### config.mk
export PLATFORM = sky130hd
export DESIGN_NAME = wdt_monitor
export DESIGN_NICKNAME = d
export VERILOG_FILES = /design/src/design/wdt_pkg.sv /design/src/design/wdt_monitor.sv
export VERILOG_INCLUDE_DIRS = /design/src /design/src/design
export SDC_FILE = /design/constraint.sdc
export NUM_CORES = 1
export LEC_CHECK = 0
export BUFFER_PORTS_ARGS = -buffer_cell sky130_fd_sc_hd__buf_2
export CAP_MARGIN = 20
export CORE_UTILIZATION = 53
export CTS_BUF_LIST = sky130_fd_sc_hd__clkbuf_16
export DETAILED_ROUTE_END_ITERATION = 8
export GPL_ROUTABILITY_DRIVEN = 0
export PLACE_DENSITY_LB_ADDON = 0.25
export SLEW_MARGIN = 20
export SYNTH_ARGS = -nofsm -noshare
export SYNTH_HDL_FRONTEND = slang
export SYNTH_SLANG_ARGS = --single-unit
### constraint.sdc
create_clock -name CLK -period 3.5 [get_ports CLK]
set_clock_uncertainty 0.05 [all_clocks]
set_input_delay 0 -clock CLK [delete_from_list [all_inputs] [get_ports CLK]]
set_output_delay 0 -clock CLK [all_outputs]
set_load 0.1 [all_outputs]
### src/design/wdt_defs.svh
`ifndef WDT_DEFS_SVH
`define WDT_DEFS_SVH

// Register byte addresses on the APB side
`define WDT_ADDR_CTRL     12'h000
`define WDT_ADDR_CLKCFG   12'h004
`define WDT_ADDR_IRQSTAT  12'h008
`define WDT_ADDR_IRQMASK  12'h00C
`define WDT_ADDR_IRQCTRL  12'h010
`define WDT_ADDR_UNLOCK   12'h014

// Watchdog control field positions
`define WDT_BIT_RESTART   0
`define WDT_BIT_RSTEN     1
`define WDT_BIT_RSTCAUSE  2
`define WDT_BIT_IRQFLAG   3

// Clock control field positions
`define WDT_BIT_SEL_LO    6
`define WDT_BIT_SEL_HI    7

// Interrupt control field positions
`define WDT_BIT_IE_WDT    4
`define WDT_BIT_IE_GLOBAL 7

// Interrupt status bits
`define WDT_EV_TIMEOUT    0
`define WDT_EV_RESET      1

// Reset values
`define WDT_SEL_RESET     2'h0
`define WDT_CTRL_RESET    8'h00

// Interval exponents per select code
`define WDT_EXP_SEL0      17
`define WDT_EXP_SEL1      20
`define WDT_EXP_SEL2      23
`define WDT_EXP_SEL3      26

// Timing counts
`define WDT_GRACE_CLOCKS  512
`define WDT_CLK_PER_MC    4
`define WDT_RST_MCYCLES   2
`define WDT_RST_CLOCKS    (`WDT_CLK_PER_MC * `WDT_RST_MCYCLES)

`endif

### src/design/wdt_pkg.sv
package wdt_pkg;

    // Counter phases
    typedef enum logic [1:0] {
        WDT_OFF,
        WDT_COUNT,
        WDT_GRACE,
        WDT_RESET
    } wdt_state_t;

    // APB request bundle
    typedef struct packed {
        logic        sel;
        logic        enable;
        logic        write;
        logic [11:0] addr;
        logic [31:0] wdata;
    } wdt_apb_req_t;

endpackage : wdt_pkg

### src/design/wdt_monitor.sv
// The implementer's own choices: the register addresses and the APB register port.
`timescale 1ns/1ps
`include "wdt_defs.svh"

// Overview of operation
// [RL1] Counter divides system clock continuously; here it is held at zero in the off and reset phases
// [RL2] Two-bit select picks one of four intervals
// [RL3] Select defaults to shortest interval after reset
// [RL4] Interval elapse sets interrupt flag bit 3
// [RL5] Flag set again every completed interval
// [RL6] Request needs flag, bit 4 enable, global enable
// [RL7] Flag holds until software clear or reset
// [RL8] After time-out wait 512 clocks, then reset
// [RL9] Reset lasts two machine cycles, sets cause
// [RL10] Cause flag cleared by software or power-fail
// [RL11] Enable low: cause flag never touched
// [RL12] Enable bit 1 gates reset only
// [RL13] Restart bit clears counter, self-clears
// [RL14] Interrupt and reset paths independent
// [RL15] Power-on or power-fail reset disables timer
// [RL16] Own reset restarts count, keeps running
// [RL17] Protected bits need timed-access procedure
// [RL18] Protected writes honoured only with unlock
module wdt_monitor #(
    parameter int CNT_W    = 27,
    parameter int EXP_BASE = `WDT_EXP_SEL0
) (
    // Clock and reset
    input  wire logic        CLK,
    input  wire logic        RESETN,
    input  wire logic        POWER_FAIL_RESET,
    // APB slave
    input  wire logic        PSEL,
    input  wire logic        PENABLE,
    input  wire logic        PWRITE,
    input  wire logic [11:0] PADDR,
    input  wire logic [31:0] PWDATA,
    output logic      [31:0] PRDATA,
    output logic             PREADY,
    output logic             PSLVERR,
    // Timed-access unlock pulse
    input  wire logic        TA_UNLOCK,
    // System outputs
    output logic             WDT_SYS_RESET,
    output logic             WDT_IRQ_REQ,
    output logic             IRQ
);

    // Counter must hold the longest interval, and the shortest one must outlast the grace span
    if (CNT_W < EXP_BASE + `WDT_EXP_SEL3 - `WDT_EXP_SEL0 + 1 || EXP_BASE < 10) begin : g_bad_param
        $error("CNT_W or EXP_BASE out of range");
    end

    // Interval length of a select code
    function automatic logic [CNT_W-1:0] interval_len(input logic [1:0] sel);
        logic [CNT_W-1:0] one;
        one = {{(CNT_W-1){1'b0}}, 1'b1};
        unique case (sel)
            // Codes keep their spacing; only the base exponent may be shortened
            2'h0: interval_len = one << EXP_BASE;
            2'h1: interval_len = one << (EXP_BASE + `WDT_EXP_SEL1 - `WDT_EXP_SEL0);
            2'h2: interval_len = one << (EXP_BASE + `WDT_EXP_SEL2 - `WDT_EXP_SEL0);
            2'h3: interval_len = one << (EXP_BASE + `WDT_EXP_SEL3 - `WDT_EXP_SEL0);
        endcase
    endfunction : interval_len

    wdt_pkg::wdt_apb_req_t req;                 // Bundled bus request
    wdt_pkg::wdt_state_t   state_q;             // Counter phase
    logic [CNT_W-1:0]      cnt_q;               // Clock divider count
    logic [9:0]            grace_q;             // Grace or reset-pulse count
    logic [1:0]            sel_q;               // Interval select
    logic                  rsten_q;             // Watchdog reset enable
    logic                  irqflag_q;           // Time-out flag
    logic                  cause_q;             // Reset cause flag
    logic                  ie_wdt_q;            // Individual interrupt enable
    logic                  ie_glob_q;           // Global interrupt enable
    logic [1:0]            stat_q;              // Sticky event status
    logic [1:0]            mask_q;              // Event mask
    logic                  unlock_q;            // Pending unlock window
    logic                  wr;                  // Write strobe
    logic                  rd_ok;               // Mapped address
    logic                  prot_ok;             // Protected write allowed
    logic                  restart;             // Restart request
    logic                  timeout;             // Interval elapsed this cycle
    logic                  fire;                // Grace span over, reset due
    logic                  rst_end;             // Reset pulse finishing

    assign req = '{sel: PSEL, enable: PENABLE, write: PWRITE, addr: PADDR, wdata: PWDATA};

    // Zero-wait slave: every access completes in its first access cycle
    assign PREADY  = 1'b1;
    assign PSLVERR = req.sel & req.enable & ~rd_ok;
    assign wr      = req.sel & req.enable & req.write & rd_ok;

    // Address decode
    always_comb begin
        unique case (req.addr)
            `WDT_ADDR_CTRL, `WDT_ADDR_CLKCFG, `WDT_ADDR_IRQSTAT,
            `WDT_ADDR_IRQMASK, `WDT_ADDR_IRQCTRL, `WDT_ADDR_UNLOCK: rd_ok = 1'b1;
            default: rd_ok = 1'b0;
        endcase
    end

    // Unlock input covers the current cycle only, a software-written unlock the one cycle after its write
    assign prot_ok = TA_UNLOCK | unlock_q; // RL18
    assign restart = wr && req.addr == `WDT_ADDR_CTRL && req.wdata[`WDT_BIT_RESTART] && prot_ok; // RL13 RL17

    // Event decode from the counter
    assign timeout = state_q == wdt_pkg::WDT_COUNT && cnt_q == interval_len(sel_q) - 1'b1; // RL2
    assign fire    = state_q == wdt_pkg::WDT_GRACE && grace_q == 10'(`WDT_GRACE_CLOCKS - 1)
                     && rsten_q && !restart; // RL8 RL12
    assign rst_end = state_q == wdt_pkg::WDT_RESET && grace_q == 10'(`WDT_RST_CLOCKS - 1);

    // Software unlock register arms protected writes for the next cycle
    always_ff @(posedge CLK) begin
        if (!RESETN) begin
            unlock_q <= 1'b0;
        end else begin
            unlock_q <= wr && req.addr == `WDT_ADDR_UNLOCK && req.wdata[0]; // RL17
        end
    end

    // Counter phases; power-fail resets halt it, own reset restarts it
    always_ff @(posedge CLK) begin
        if (!RESETN || POWER_FAIL_RESET) begin
            state_q <= wdt_pkg::WDT_OFF; // RL15
            cnt_q   <= '0;
            grace_q <= '0;
        end else if (restart) begin
            // Restart also takes the timer out of the off phase
            state_q <= wdt_pkg::WDT_COUNT; // RL13
            cnt_q   <= '0;
            grace_q <= '0;
        end else begin
            unique case (state_q)
                wdt_pkg::WDT_OFF: begin
                    cnt_q <= '0;
                end
                wdt_pkg::WDT_COUNT: begin
                    cnt_q <= timeout ? '0 : cnt_q + 1'b1; // RL1 RL5
                    if (timeout) begin
                        state_q <= wdt_pkg::WDT_GRACE;
                        grace_q <= '0;
                    end
                end
                wdt_pkg::WDT_GRACE: begin
                    // Divider keeps running through the grace span
                    cnt_q   <= cnt_q + 1'b1; // RL1
                    grace_q <= grace_q + 1'b1;
                    if (fire) begin
                        state_q <= wdt_pkg::WDT_RESET; // RL8
                        grace_q <= '0;
                    end else if (grace_q == 10'(`WDT_GRACE_CLOCKS - 1)) begin
                        state_q <= wdt_pkg::WDT_COUNT; // RL12
                    end
                end
                wdt_pkg::WDT_RESET: begin
                    grace_q <= grace_q + 1'b1;
                    cnt_q   <= '0;
                    if (rst_end) begin
                        state_q <= wdt_pkg::WDT_COUNT; // RL16
                        grace_q <= '0;
                    end
                end
            endcase
        end
    end

    // Interval select, reset to the shortest interval
    always_ff @(posedge CLK) begin
        if (!RESETN || POWER_FAIL_RESET || rst_end) begin
            sel_q <= `WDT_SEL_RESET; // RL3
        end else if (wr && req.addr == `WDT_ADDR_CLKCFG) begin
            sel_q <= req.wdata[`WDT_BIT_SEL_HI:`WDT_BIT_SEL_LO]; // RL2
        end
    end

    // Reset enable; a watchdog reset leaves it so the monitor keeps watching
    always_ff @(posedge CLK) begin
        if (!RESETN || POWER_FAIL_RESET) begin
            rsten_q <= 1'b0; // RL15
        end else if (wr && req.addr == `WDT_ADDR_CTRL && prot_ok) begin
            rsten_q <= req.wdata[`WDT_BIT_RSTEN]; // RL12 RL17
        end
    end

    // Time-out flag: set wins over a same-cycle clear
    always_ff @(posedge CLK) begin
        if (!RESETN || POWER_FAIL_RESET || rst_end) begin
            irqflag_q <= 1'b0; // RL7
        end else if (timeout) begin
            irqflag_q <= 1'b1; // RL4 RL5
        end else if (wr && req.addr == `WDT_ADDR_CTRL && prot_ok) begin
            irqflag_q <= req.wdata[`WDT_BIT_IRQFLAG]; // RL7 RL17
        end
    end

    // Cause flag: kept across system resets, cleared by power-fail or software
    always_ff @(posedge CLK) begin
        if (!RESETN || POWER_FAIL_RESET) begin
            cause_q <= 1'b0; // RL10
        end else if (fire) begin
            cause_q <= 1'b1; // RL9 RL11
        end else if (wr && req.addr == `WDT_ADDR_CTRL && !req.wdata[`WDT_BIT_RSTCAUSE]) begin
            cause_q <= 1'b0; // RL10
        end
    end

    // Individual and global enables
    always_ff @(posedge CLK) begin
        if (!RESETN) begin
            ie_wdt_q  <= 1'b0;
            ie_glob_q <= 1'b0;
        end else if (wr && req.addr == `WDT_ADDR_IRQCTRL) begin
            ie_wdt_q  <= req.wdata[`WDT_BIT_IE_WDT];
            ie_glob_q <= req.wdata[`WDT_BIT_IE_GLOBAL];
        end
    end

    // Sticky status, write one to clear, set wins
    always_ff @(posedge CLK) begin
        if (!RESETN) begin
            stat_q <= '0;
        end else begin
            for (int i = 0; i < 2; i++) begin
                if ((i == `WDT_EV_TIMEOUT && timeout) || (i == `WDT_EV_RESET && fire)) begin
                    stat_q[i] <= 1'b1;
                end else if (wr && req.addr == `WDT_ADDR_IRQSTAT && req.wdata[i]) begin
                    stat_q[i] <= 1'b0;
                end
            end
        end
    end

    // Event mask
    always_ff @(posedge CLK) begin
        if (!RESETN) begin
            mask_q <= '0;
        end else if (wr && req.addr == `WDT_ADDR_IRQMASK) begin
            mask_q <= req.wdata[1:0];
        end
    end

    // Read data registered for the access phase that follows setup
    always_ff @(posedge CLK) begin
        if (!RESETN) begin
            PRDATA <= '0;
        end else if (req.sel && !req.enable) begin
            unique case (req.addr)
                `WDT_ADDR_CTRL:    PRDATA <= {28'h0, irqflag_q, cause_q, rsten_q, 1'b0};
                `WDT_ADDR_CLKCFG:  PRDATA <= {24'h0, sel_q, 6'h00};
                `WDT_ADDR_IRQSTAT: PRDATA <= {30'h0, stat_q};
                `WDT_ADDR_IRQMASK: PRDATA <= {30'h0, mask_q};
                `WDT_ADDR_IRQCTRL: PRDATA <= {24'h0, ie_glob_q, 2'h0, ie_wdt_q, 4'h0};
                default:           PRDATA <= '0;
            endcase
        end
    end

    // Registered system outputs
    always_ff @(posedge CLK) begin
        if (!RESETN) begin
            WDT_SYS_RESET <= 1'b0;
            WDT_IRQ_REQ   <= 1'b0;
            IRQ           <= 1'b0;
        end else begin
            WDT_SYS_RESET <= state_q == wdt_pkg::WDT_RESET; // RL9 RL14
            WDT_IRQ_REQ   <= irqflag_q && ie_wdt_q && ie_glob_q; // RL6 RL14
            IRQ           <= |(stat_q & mask_q);
        end
    end

endmodule : wdt_monitor

==> impl_metrics.py, run 1 <==
metrics = {
    "die": {
        "dieHeight_um": 80.80,
        "num_rows": 28,
        "die_w_um": 80.80,
        "dieArea_um2": 6528,
        "ioPinCount": 88,
        "floorplan.initialDensity_pct": 55.25,
        "core-area_um2": 5956,
    },
    "clock_network": {
        "cts_setup_buffers": 0,
        "root_buffer": "clkbuf_16",
        "cts_resized": 0,
        "cts_tree": "done",
        "cts_made_buffers": 9,
        "cts.path.max_buffers": 2,
        "htreeDepth": 3,
        "cts.sinks": 61,
        "clk_pin_slew_worst_paths_ns": 0.05,
        "insertion_delay_ns": 0.32,
    },
    "min_path": {
        "hold_path.class": "in -> reg",
    },
    "synthesis": {
        "synth_fa_ha_area_share_pct": 2.662,
        "yosysUniqueCellTypes": 59,
        "yosysSeqAreaShare_pct": 37.11,
        "synthCells": 389,
        "yosysWarningCount": 0,
        "ys_ff_latch": 61,
        "syn_avg_cell_area_um2": 8.459,
        "synth-simple-area-share_pct": 30.80,
        "yosysTopAreaCellShare_pct": 37.11,
        "synth_most_common_cell": "dfxtp_1",
        "synth_top_family_by_area": "simple AND/OR/NAND/NOR gates",
        "ys_top_cells_by_count": "dfxtp_1, nor2_1, nand2_1, buf_4, nand3_1",
        "synthTopCellsByArea": "dfxtp_1, buf_4, nor2_1, xor2_1, nand3_1",
        "yosysTopAreaCell": "dfxtp_1",
        "synth_edf_count": 0,
        "synth_area_um2": 3291,
        "ys.flop_type": "dfxtp_1",
        "synth_mux_area_share_pct": 3.080,
        "synth_xor_area_share_pct": 6.654,
        "synthArstFlopShare_pct": 0,
        "synth_compound_area_share_pct": 11.06,
    },
    "global_routing": {
        "grt_pass1_vias": 2533,
        "grt_max_degree": 28,
        "grt_pass1_wl_mm": 11.18,
        "antenna_found_initial": 0,
        "grt_usage_pct": 22.13,
        "grt_overflow_total": 0,
    },
    "timing": {
        "hold_slack_ns": 0.03353,
        "fin_crit_ns": 2.834,
        "drv_slew": 0,
        "tns_ns": 0,
        "rsz0062_at_grt": "false",
        "post-route-period-util_pct": 80.97,
        "max_freq_ghz": 0.3529,
        "setup_violations": 0,
        "slew_headroom_pct": 42.95,
        "hold_violations": 0,
        "worstMarginPinSlew_ns": 0.8518,
    },
    "place": {
        "dpl.hpwl_mm": 4.545,
        "placed_area_um2": 3412,
        "placed_cells": 490,
        "numPortBuffers": 36,
    },
    "power_and_ir_drop": {
        "p_leak_uw": 0.001497,
        "power_density_nw_per_um2": 461.5,
        "irDropWorstVdd_mv": 0.2816,
    },
    "critical_path": {
        "critical_path_arrival_ns": 3.03,
        "start_kind": "flop",
        "required_ns": 3.70,
        "crit_family": "simple AND/OR/NAND/NOR gates",
        "crit_path_cell_trace": "or2_2 > ha_1 > or3_1 > a211oi_1 > and3_2 > a31oi_1 > or4_1 > a21oi_1",
        "endpoint_kind": "flop",
        "crit_buf_inv": 0,
        "worst_path_max_delay_cell": "or4_1",
        "cpPeakStageDelay_ns": 0.56,
        "worstPathMaxFanout": 11,
        "path_class": "reg -> reg",
    },
    "final_layout": {
        "multi_input_area_um2": 1892,
        "drive_gt1_share_pct": 14.38,
        "fin_util_pct": 64.96,
        "fillers": 491,
        "n_antenna_cell": 0,
        "instances_no_fill": 520,
        "seqCellArea_um2": 1221,
        "stdcell_area_um2": 3869,
        "nets": 498,
        "synthToLayoutAreaGrowth_pct": 17.57,
    },
    "outcome": {
        "status": "complete, no violations",
    },
    "route": {
        "ant_nets": 0,
        "num_vias": 2819,
        "drt_iter0_markers": 220,
        "wl_per_cell_um": 12.77,
        "dr.pass1.iters": 5,
        "wl_mm": 6.641,
        "viasPerCell": 5.421,
        "drc": 0,
    },
    "run": {
        "maxCapViolations": 0,
    },
}
## cells in the final DEF, fill, tap and decap left out, types with 8 or more instances in the layout
cell type / netlist / routed
nand3_1: 26 / 26
mux2i_1: 9 / 9
or3_1: 8 / 8
dlygate4sd3_1: 0 / 14
buf_2: 2 / 36
xor2_1: 16 / 16
nand2_1: 33 / 33
xnor2_1: 9 / 9
nor2b_1: 12 / 12
nor2_1: 42 / 42
inv_1: 9 / 11
nand4_1: 11 / 11
nor3_1: 8 / 8
clkbuf_16: 0 / 9
o21ai_0: 9 / 9
a21oi_1: 15 / 15
dfxtp_1: 61 / 61
and3_1: 8 / 8
conb_1: 2 / 26
## power breakdown
part / switching [µW] / internal, µW / leakage [µW] / total, µW
sequential: 0.00172 / 695 / 0.000491 / 695
combinational: 154 / 24.7 / 0.000852 / 179
clock: 299 / 612 / 0.000153 / 911
## final cells by class
cell class / count / area share, %
Clock inverter: 7 / 2.135
Timing Repair Buffer: 50 / 8.279
Sequential cell: 61 / 31.57
Multi-Input combinational cell: 309 / 48.90
Inverter: 9 / 0.8732
Tap cell: 75 / 2.426
Clock buffer: 9 / 5.821
## state kept, by name, indices dropped and copies added (netlist names)
name	flops
cnt_q	27
ie_wdt_q	1
cause_q	1
PRDATA	7
unlock_q	1
state_q	2
rsten_q	1
sel_q	2
stat_q	2
WDT_IRQ_REQ	1
irqflag_q	1
IRQ	1
grace_q	10
mask_q	2
WDT_SYS_RESET	1
ie_glob_q	1
## kinds of logic after synthesis
family / after synthesis
AOI/OAI and AO/OA: 55
other: 2
muxes: 10
adders and majority gates: 7
buffers and inverters: 43
xor gates and xnor gates: 25
and+or+nand+nor: 186
DFF: 61
## final timing paths
kind	startpoint	endpoint	slack (ns)	cells past startpoint
max	sel_q[1]	grace_q[6]	0.67	8
min	RESETN	PRDATA[3]	0.03	2
max reg2reg	sel_q[1]	grace_q[6]	0.67	8
min reg2reg	PRDATA[3]	PRDATA[3]	0.41	2
## per-layer routing
layer | up-vias | global-route usage (%) | share of wire [%] | wire length (µm)
li1 | 1429 | - | - | -
met1 | 1301 | 27.17 | 47 | 3100
met2 | 75 | 37.03 | 47 | 3129
met4 | 0 | 10.18 | 2.0 | 136
met5 | - | 0 | 0 | 0
met3 | 14 | 4.719 | 4.1 | 274
## per-stage QoR
step / setup slack [ns] / power [µW]
6_report: 0.6660 / 1785
5_1_grt: 0.4979 / 1844
4_1_cts: 0.6518 / 1805
3_5_place_dp: 0.6615 / 878.6
3_3_place_gp: 0.6860 / 878.4
2_1_floorplan: 0.9917 / 877.8
## timing repair
action                                  CTS  global route
endpoints found under the setup margin    0             0
endpoints found under the hold margin    14             0
hold buffers                             14             0
Note: power is estimated with default switching activity, not from simulation.
==> run 2: changes to the inputs <==
CORE_UTILIZATION = 48   (was 53)
clock period = 2.6 ns   (was 3.5 ns; I/O delays follow)
==> impl_metrics.py, run 2 (synthesized netlist as in run 1, its figures left out) <==
metrics = {
    "critical_path": {
        "r2r.worst_path.cells": 8,
        "crit_path_cell_trace": "or2_2 > ha_2 > or3_1 > a211oi_2 > and3_4 > a21boi_2 > or4b_1 > and3_1",
        "required_ns": 2.77,
        "path_class": "reg -> reg",
        "regToRegSetupSlack_ns": 0.12,
        "r2r-end": "state_q[1]",
        "worstPathMaxFanout": 4,
        "worst_path_max_delay_cell": "or4b_1",
        "endpoint_kind": "flop",
        "start_kind": "flop",
        "critical_path_arrival_ns": 2.65,
        "r2r_start": "sel_q[1]",
        "cpPeakStageDelay_ns": 0.49,
        "startpoint": "sel_q[1]",
    },
    "timing": {
        "setup_violations": 0,
        "fin_crit_ns": 2.480,
        "drv_slew": 0,
        "hold_violations": 0,
        "tns_ns": 0,
        "rsz0062_at_grt": "false",
        "max_freq_ghz": 0.4033,
        "hold_slack_ns": 0.02574,
        "post-route-period-util_pct": 95.37,
    },
    "outcome": {
        "violations": "DRC",
        "status": "complete, but fails checks",
    },
    "clock_network": {
        "insertion_delay_ns": 0.33,
        "root_buffer": "clkbuf_16",
        "clk_pin_slew_worst_paths_ns": 0.05,
        "cts_tree": "done",
        "cts.path.max_buffers": 2,
        "cts_setup_buffers": 0,
        "htreeDepth": 3,
        "cts.sinks": 61,
        "cts_made_buffers": 9,
    },
    "final_layout": {
        "n_antenna_cell": 0,
        "top_regs": "cnt_q: 27 flops, grace_q: 10 flops, PRDATA: 7 flops",
        "layout_common_cells": "dfxtp_1, nor2_1, buf_2",
        "fillers": 572,
        "instances_no_fill": 527,
        "regMostFlops": "cnt_q",
        "largest_register_ff_count": 27,
        "drive_gt1_share_pct": 16.44,
        "layout_commonest_cell": "dfxtp_1",
        "synthToLayoutAreaGrowth_pct": 20.23,
        "nets": 503,
    },
    "min_path": {
        "hold_start": "RESETN",
        "holdPathStages": 2,
        "hold_end": "stat_q[1]",
        "hold_path.class": "in -> reg",
    },
    "die": {
        "dieArea_um2": 7191,
        "die_w_um": 84.80,
        "ioPinCount": 88,
        "floorplan.initialDensity_pct": 50.66,
        "core-area_um2": 6495,
        "num_rows": 29,
        "dieHeight_um": 84.80,
    },
    "route": {
        "drc": 8,
        "ant_nets": 0,
        "wl_per_cell_um": 12.93,
        "dr.pass1.iters": 7,
        "num_vias": 2839,
        "drt_iter0_markers": 179,
        "viasPerCell": 5.387,
        "wl_mm": 6.814,
    },
    "global_routing": {
        "grt_pass1_vias": 2627,
        "grt_max_degree": 28,
        "grt_usage_pct": 20.14,
        "antenna_found_initial": 0,
        "grt_pass1_wl_mm": 11.52,
        "grt_overflow_total": 0,
    },
    "run": {
        "maxCapViolations": 0,
    },
    "power_and_ir_drop": {
        "irDropWorstVdd_mv": 0.4853,
        "power_density_nw_per_um2": 639.6,
        "p_leak_uw": 0.001543,
    },
    "place": {
        "placed_cells": 497,
        "dpl.hpwl_mm": 4.824,
        "numPortBuffers": 36,
    },
}
-- run 2: cell types whose count changed in the layout (fill, tap and decap cells not counted), sizes merged --
cell / before / now
buf: 36 / 41
bufinv: 2 / 3
inv: 11 / 10
-- run 2: critical path: cells and delay by family (launching register included) --
kind,cells,cell delay [ns]
simple gates,5,1.58
flops,1,0.30
compound gates,2,0.24
fa+ha+maj,1,0.19
-- run 2: how the worst max path moves through the flow --
stage	to	slack, ns	cells past startpoint
global placement	state_q[1]	0.09	8
detailed placement	state_q[1]	0.04	8
CTS	state_q[1]	0.01	8
floorplan	state_q[1]	0.09	8
finish	state_q[1]	0.12	8
global route	state_q[1]	0.03	8
-- run 2: metrics by stage --
step	power (µW)	worst slack [ns]	cell area, µm²	utilization, %
final	2530	0.1204	3956	60.91
after global routing	2600	0.03279	3956	60.91
after CTS	2552	0.01483	3945	60.74
after detailed placement	1183	0.03507	3465	53.34
after global placement	1183	0.09032	3465	53.34
after floorplan	1182	0.09169	3381	-
-- run 2: cell type report --
cell class / count / area [µm²] / area share, %
clock buffer: 9 / 225.2 / 5.693
clock inverter: 7 / 115.1 / 2.910
inverter: 9 / 33.78 / 0.8539
multi-input combinational: 309 / 1894 / 47.88
sequential: 61 / 1221 / 30.87
tap: 77 / 96.34 / 2.435
timing repair buffer: 55 / 370.4 / 9.361
-- run 2: power breakdown --
| group | leakage [µW] | internal [µW] | switching [µW] | total [µW] |
|---|---|---|---|---|
| Combinational | 0.000886 | 33.3 | 208 | 241 |
| Clock | 0.000167 | 931 | 423 | 1350 |
| Sequential | 0.000491 | 935 | 0.00198 | 935 |
-- run 2: routing by layer --
metal	routed length, µm	track usage [%]	share of wire (%)
met2	3312	34.00	49
met1	3057	23.83	45
met5	0	0	0
met4	77	8.012	1.1
met3	366	6.293	5.4
-- run 2: timing repair --
action                                  CTS  global route
endpoints found under the setup margin    0             1
resized for setup                         0             3
endpoints found under the hold margin    14             0
hold buffers                             14             0
==> run 3: changes to the inputs <==
CORE_UTILIZATION = 49   (was 48)
CTS_BUF_LIST = sky130_fd_sc_hd__clkbuf_8   (was sky130_fd_sc_hd__clkbuf_16)
REMOVE_ABC_BUFFERS = 1   (was not set)
==> impl_metrics.py, run 3 (synthesized netlist as in run 1, its figures left out) <==
metrics = {
    "outcome": {
        "status": "complete, but fails checks",
        "violations": "DRC",
    },
    "critical_path": {
        "worstPathMaxFanout": 4,
        "regToRegSetupSlack_ns": 0.04,
        "endpoint_kind": "flop",
        "critical_path_arrival_ns": 2.75,
        "required_ns": 2.79,
        "start_kind": "flop",
        "path_class": "reg -> reg",
    },
    "place": {
        "numPortBuffers": 36,
        "dpl.hpwl_mm": 4.656,
        "placed_cells": 497,
        "pre_cts_slack_ns": 0.03697,
        "placed_area_um2": 3465,
    },
    "final_layout": {
        "largest_register_ff_count": 27,
        "layout_commonest_cell": "dfxtp_1",
        "fillers": 581,
        "stdcell_area_um2": 3836,
        "n_antenna_cell": 0,
        "instances_no_fill": 530,
        "top_regs": "cnt_q: 27 flops, grace_q: 10 flops, PRDATA: 7 flops",
        "multi_input_area_um2": 1894,
        "seqCellArea_um2": 1221,
        "layout_common_cells": "dfxtp_1, nor2_1, buf_2",
        "synthToLayoutAreaGrowth_pct": 16.58,
        "nets": 506,
        "regMostFlops": "cnt_q",
        "drive_gt1_share_pct": 16.56,
    },
    "clock_network": {
        "clk_pin_slew_worst_paths_ns": 0.08,
        "cts.sinks": 61,
        "cts_tree": "done",
        "cts_made_buffers": 9,
        "htreeDepth": 3,
        "insertion_delay_ns": 0.35,
        "cts.path.max_buffers": 2,
        "root_buffer": "clkbuf_8",
    },
    "route": {
        "num_vias": 2849,
        "drt_iter0_markers": 216,
        "wl_per_cell_um": 12.44,
        "wl_mm": 6.594,
        "ant_nets": 0,
        "dr.pass1.iters": 7,
        "drc": 16,
        "viasPerCell": 5.375,
    },
    "power_and_ir_drop": {
        "irDropWorstVdd_mv": 0.2847,
        "p_leak_uw": 0.001493,
        "power_density_nw_per_um2": 520.1,
    },
    "global_routing": {
        "antenna_found_initial": 0,
        "grt_max_degree": 28,
        "grt_usage_pct": 19.33,
        "grt_pass1_vias": 2518,
        "grt_pass1_wl_mm": 11.05,
        "grt_overflow_total": 0,
    },
    "run": {
        "maxCapViolations": 0,
    },
    "timing": {
        "hold_violations": 0,
        "setup_slack_ns": 0.04048,
        "drv_slew": 0,
        "post-route-period-util_pct": 98.44,
        "fin_crit_ns": 2.560,
        "setup_violations": 0,
        "max_freq_ghz": 0.3907,
    },
    "die": {
        "floorplan.initialDensity_pct": 51.24,
        "ioPinCount": 88,
        "die_w_um": 83.95,
        "num_rows": 29,
        "dieArea_um2": 7048,
        "core-area_um2": 6422,
        "dieHeight_um": 83.95,
    },
    "min_path": {
        "hold_path.class": "in -> reg",
    },
}
## run 3: changes by cell type in the layout (fill, tap and decap cells not counted), sizes merged
cell,previous run,this run
bufinv,3,1
clkinv,2,5
dlygate4sd3,14,17
inv,10,9
## run 3: worst max-delay path, cell delays in order, from the launching register on
cell      delay, ns
dfxtp_1        0.31
or2_2          0.30
ha_2           0.19
or3_1          0.38
a211oi_2       0.23
and3_4         0.23
a21boi_2       0.06
or4b_1         0.51
and3_1         0.19
## run 3: what timing repair did
action | in CTS | in global routing
hold buffers | 17 | 0
hold endpoints to repair | 21 | 0
setup endpoints to repair | 0 | 2
resized for setup | 0 | 3
setup buffers | 0 | 0
## run 3: per-layer routing
layer	wire (µm)	vias to the layer above	track usage, %
met1	3094	1317	24.55
met2	3085	84	31.52
met5	0	-	0
met4	66	0	6.113
met3	347	7	5.638
li1	-	1441	-
## run 3: final cells by class
type	instances	area share, %
Clock buffer	9	3.229
Multi-Input combinational cell	309	49.38
Tap cell	77	2.511
Sequential cell	61	31.83
Inverter	9	0.8806
Clock inverter	7	1.729
Timing Repair Buffer	58	10.44
## run 3: worst paths after layout
path,endpoint,depth (start not counted),startpoint
worst min-delay path,PRDATA[7],4,PADDR[3]
worst max-delay path,state_q[1],8,sel_q[1]
worst min register to register,cnt_q[0],1,cnt_q[0]
worst max register to register,state_q[1],8,sel_q[1]
## run 3: power by group
part	internal, µW	leakage [µW]	switching, µW
Clock	437	0.0000987	384
Sequential	934	0.000491	0.00200
Combinational	34.2	0.000904	207
## run 3: through the flow
step	power (µW)	TNS (ns)	utilization [%]	hold slack, ns
after floorplan	1145	0	-	0.07729
after global placement	1183	0	53.95	0.2156
after detailed placement	1183	0	53.95	0.2250
after CTS	2018	0	59.56	0.04622
after global routing	2075	-0.05679	59.73	0.06197
final	1995	0	59.73	0.05021
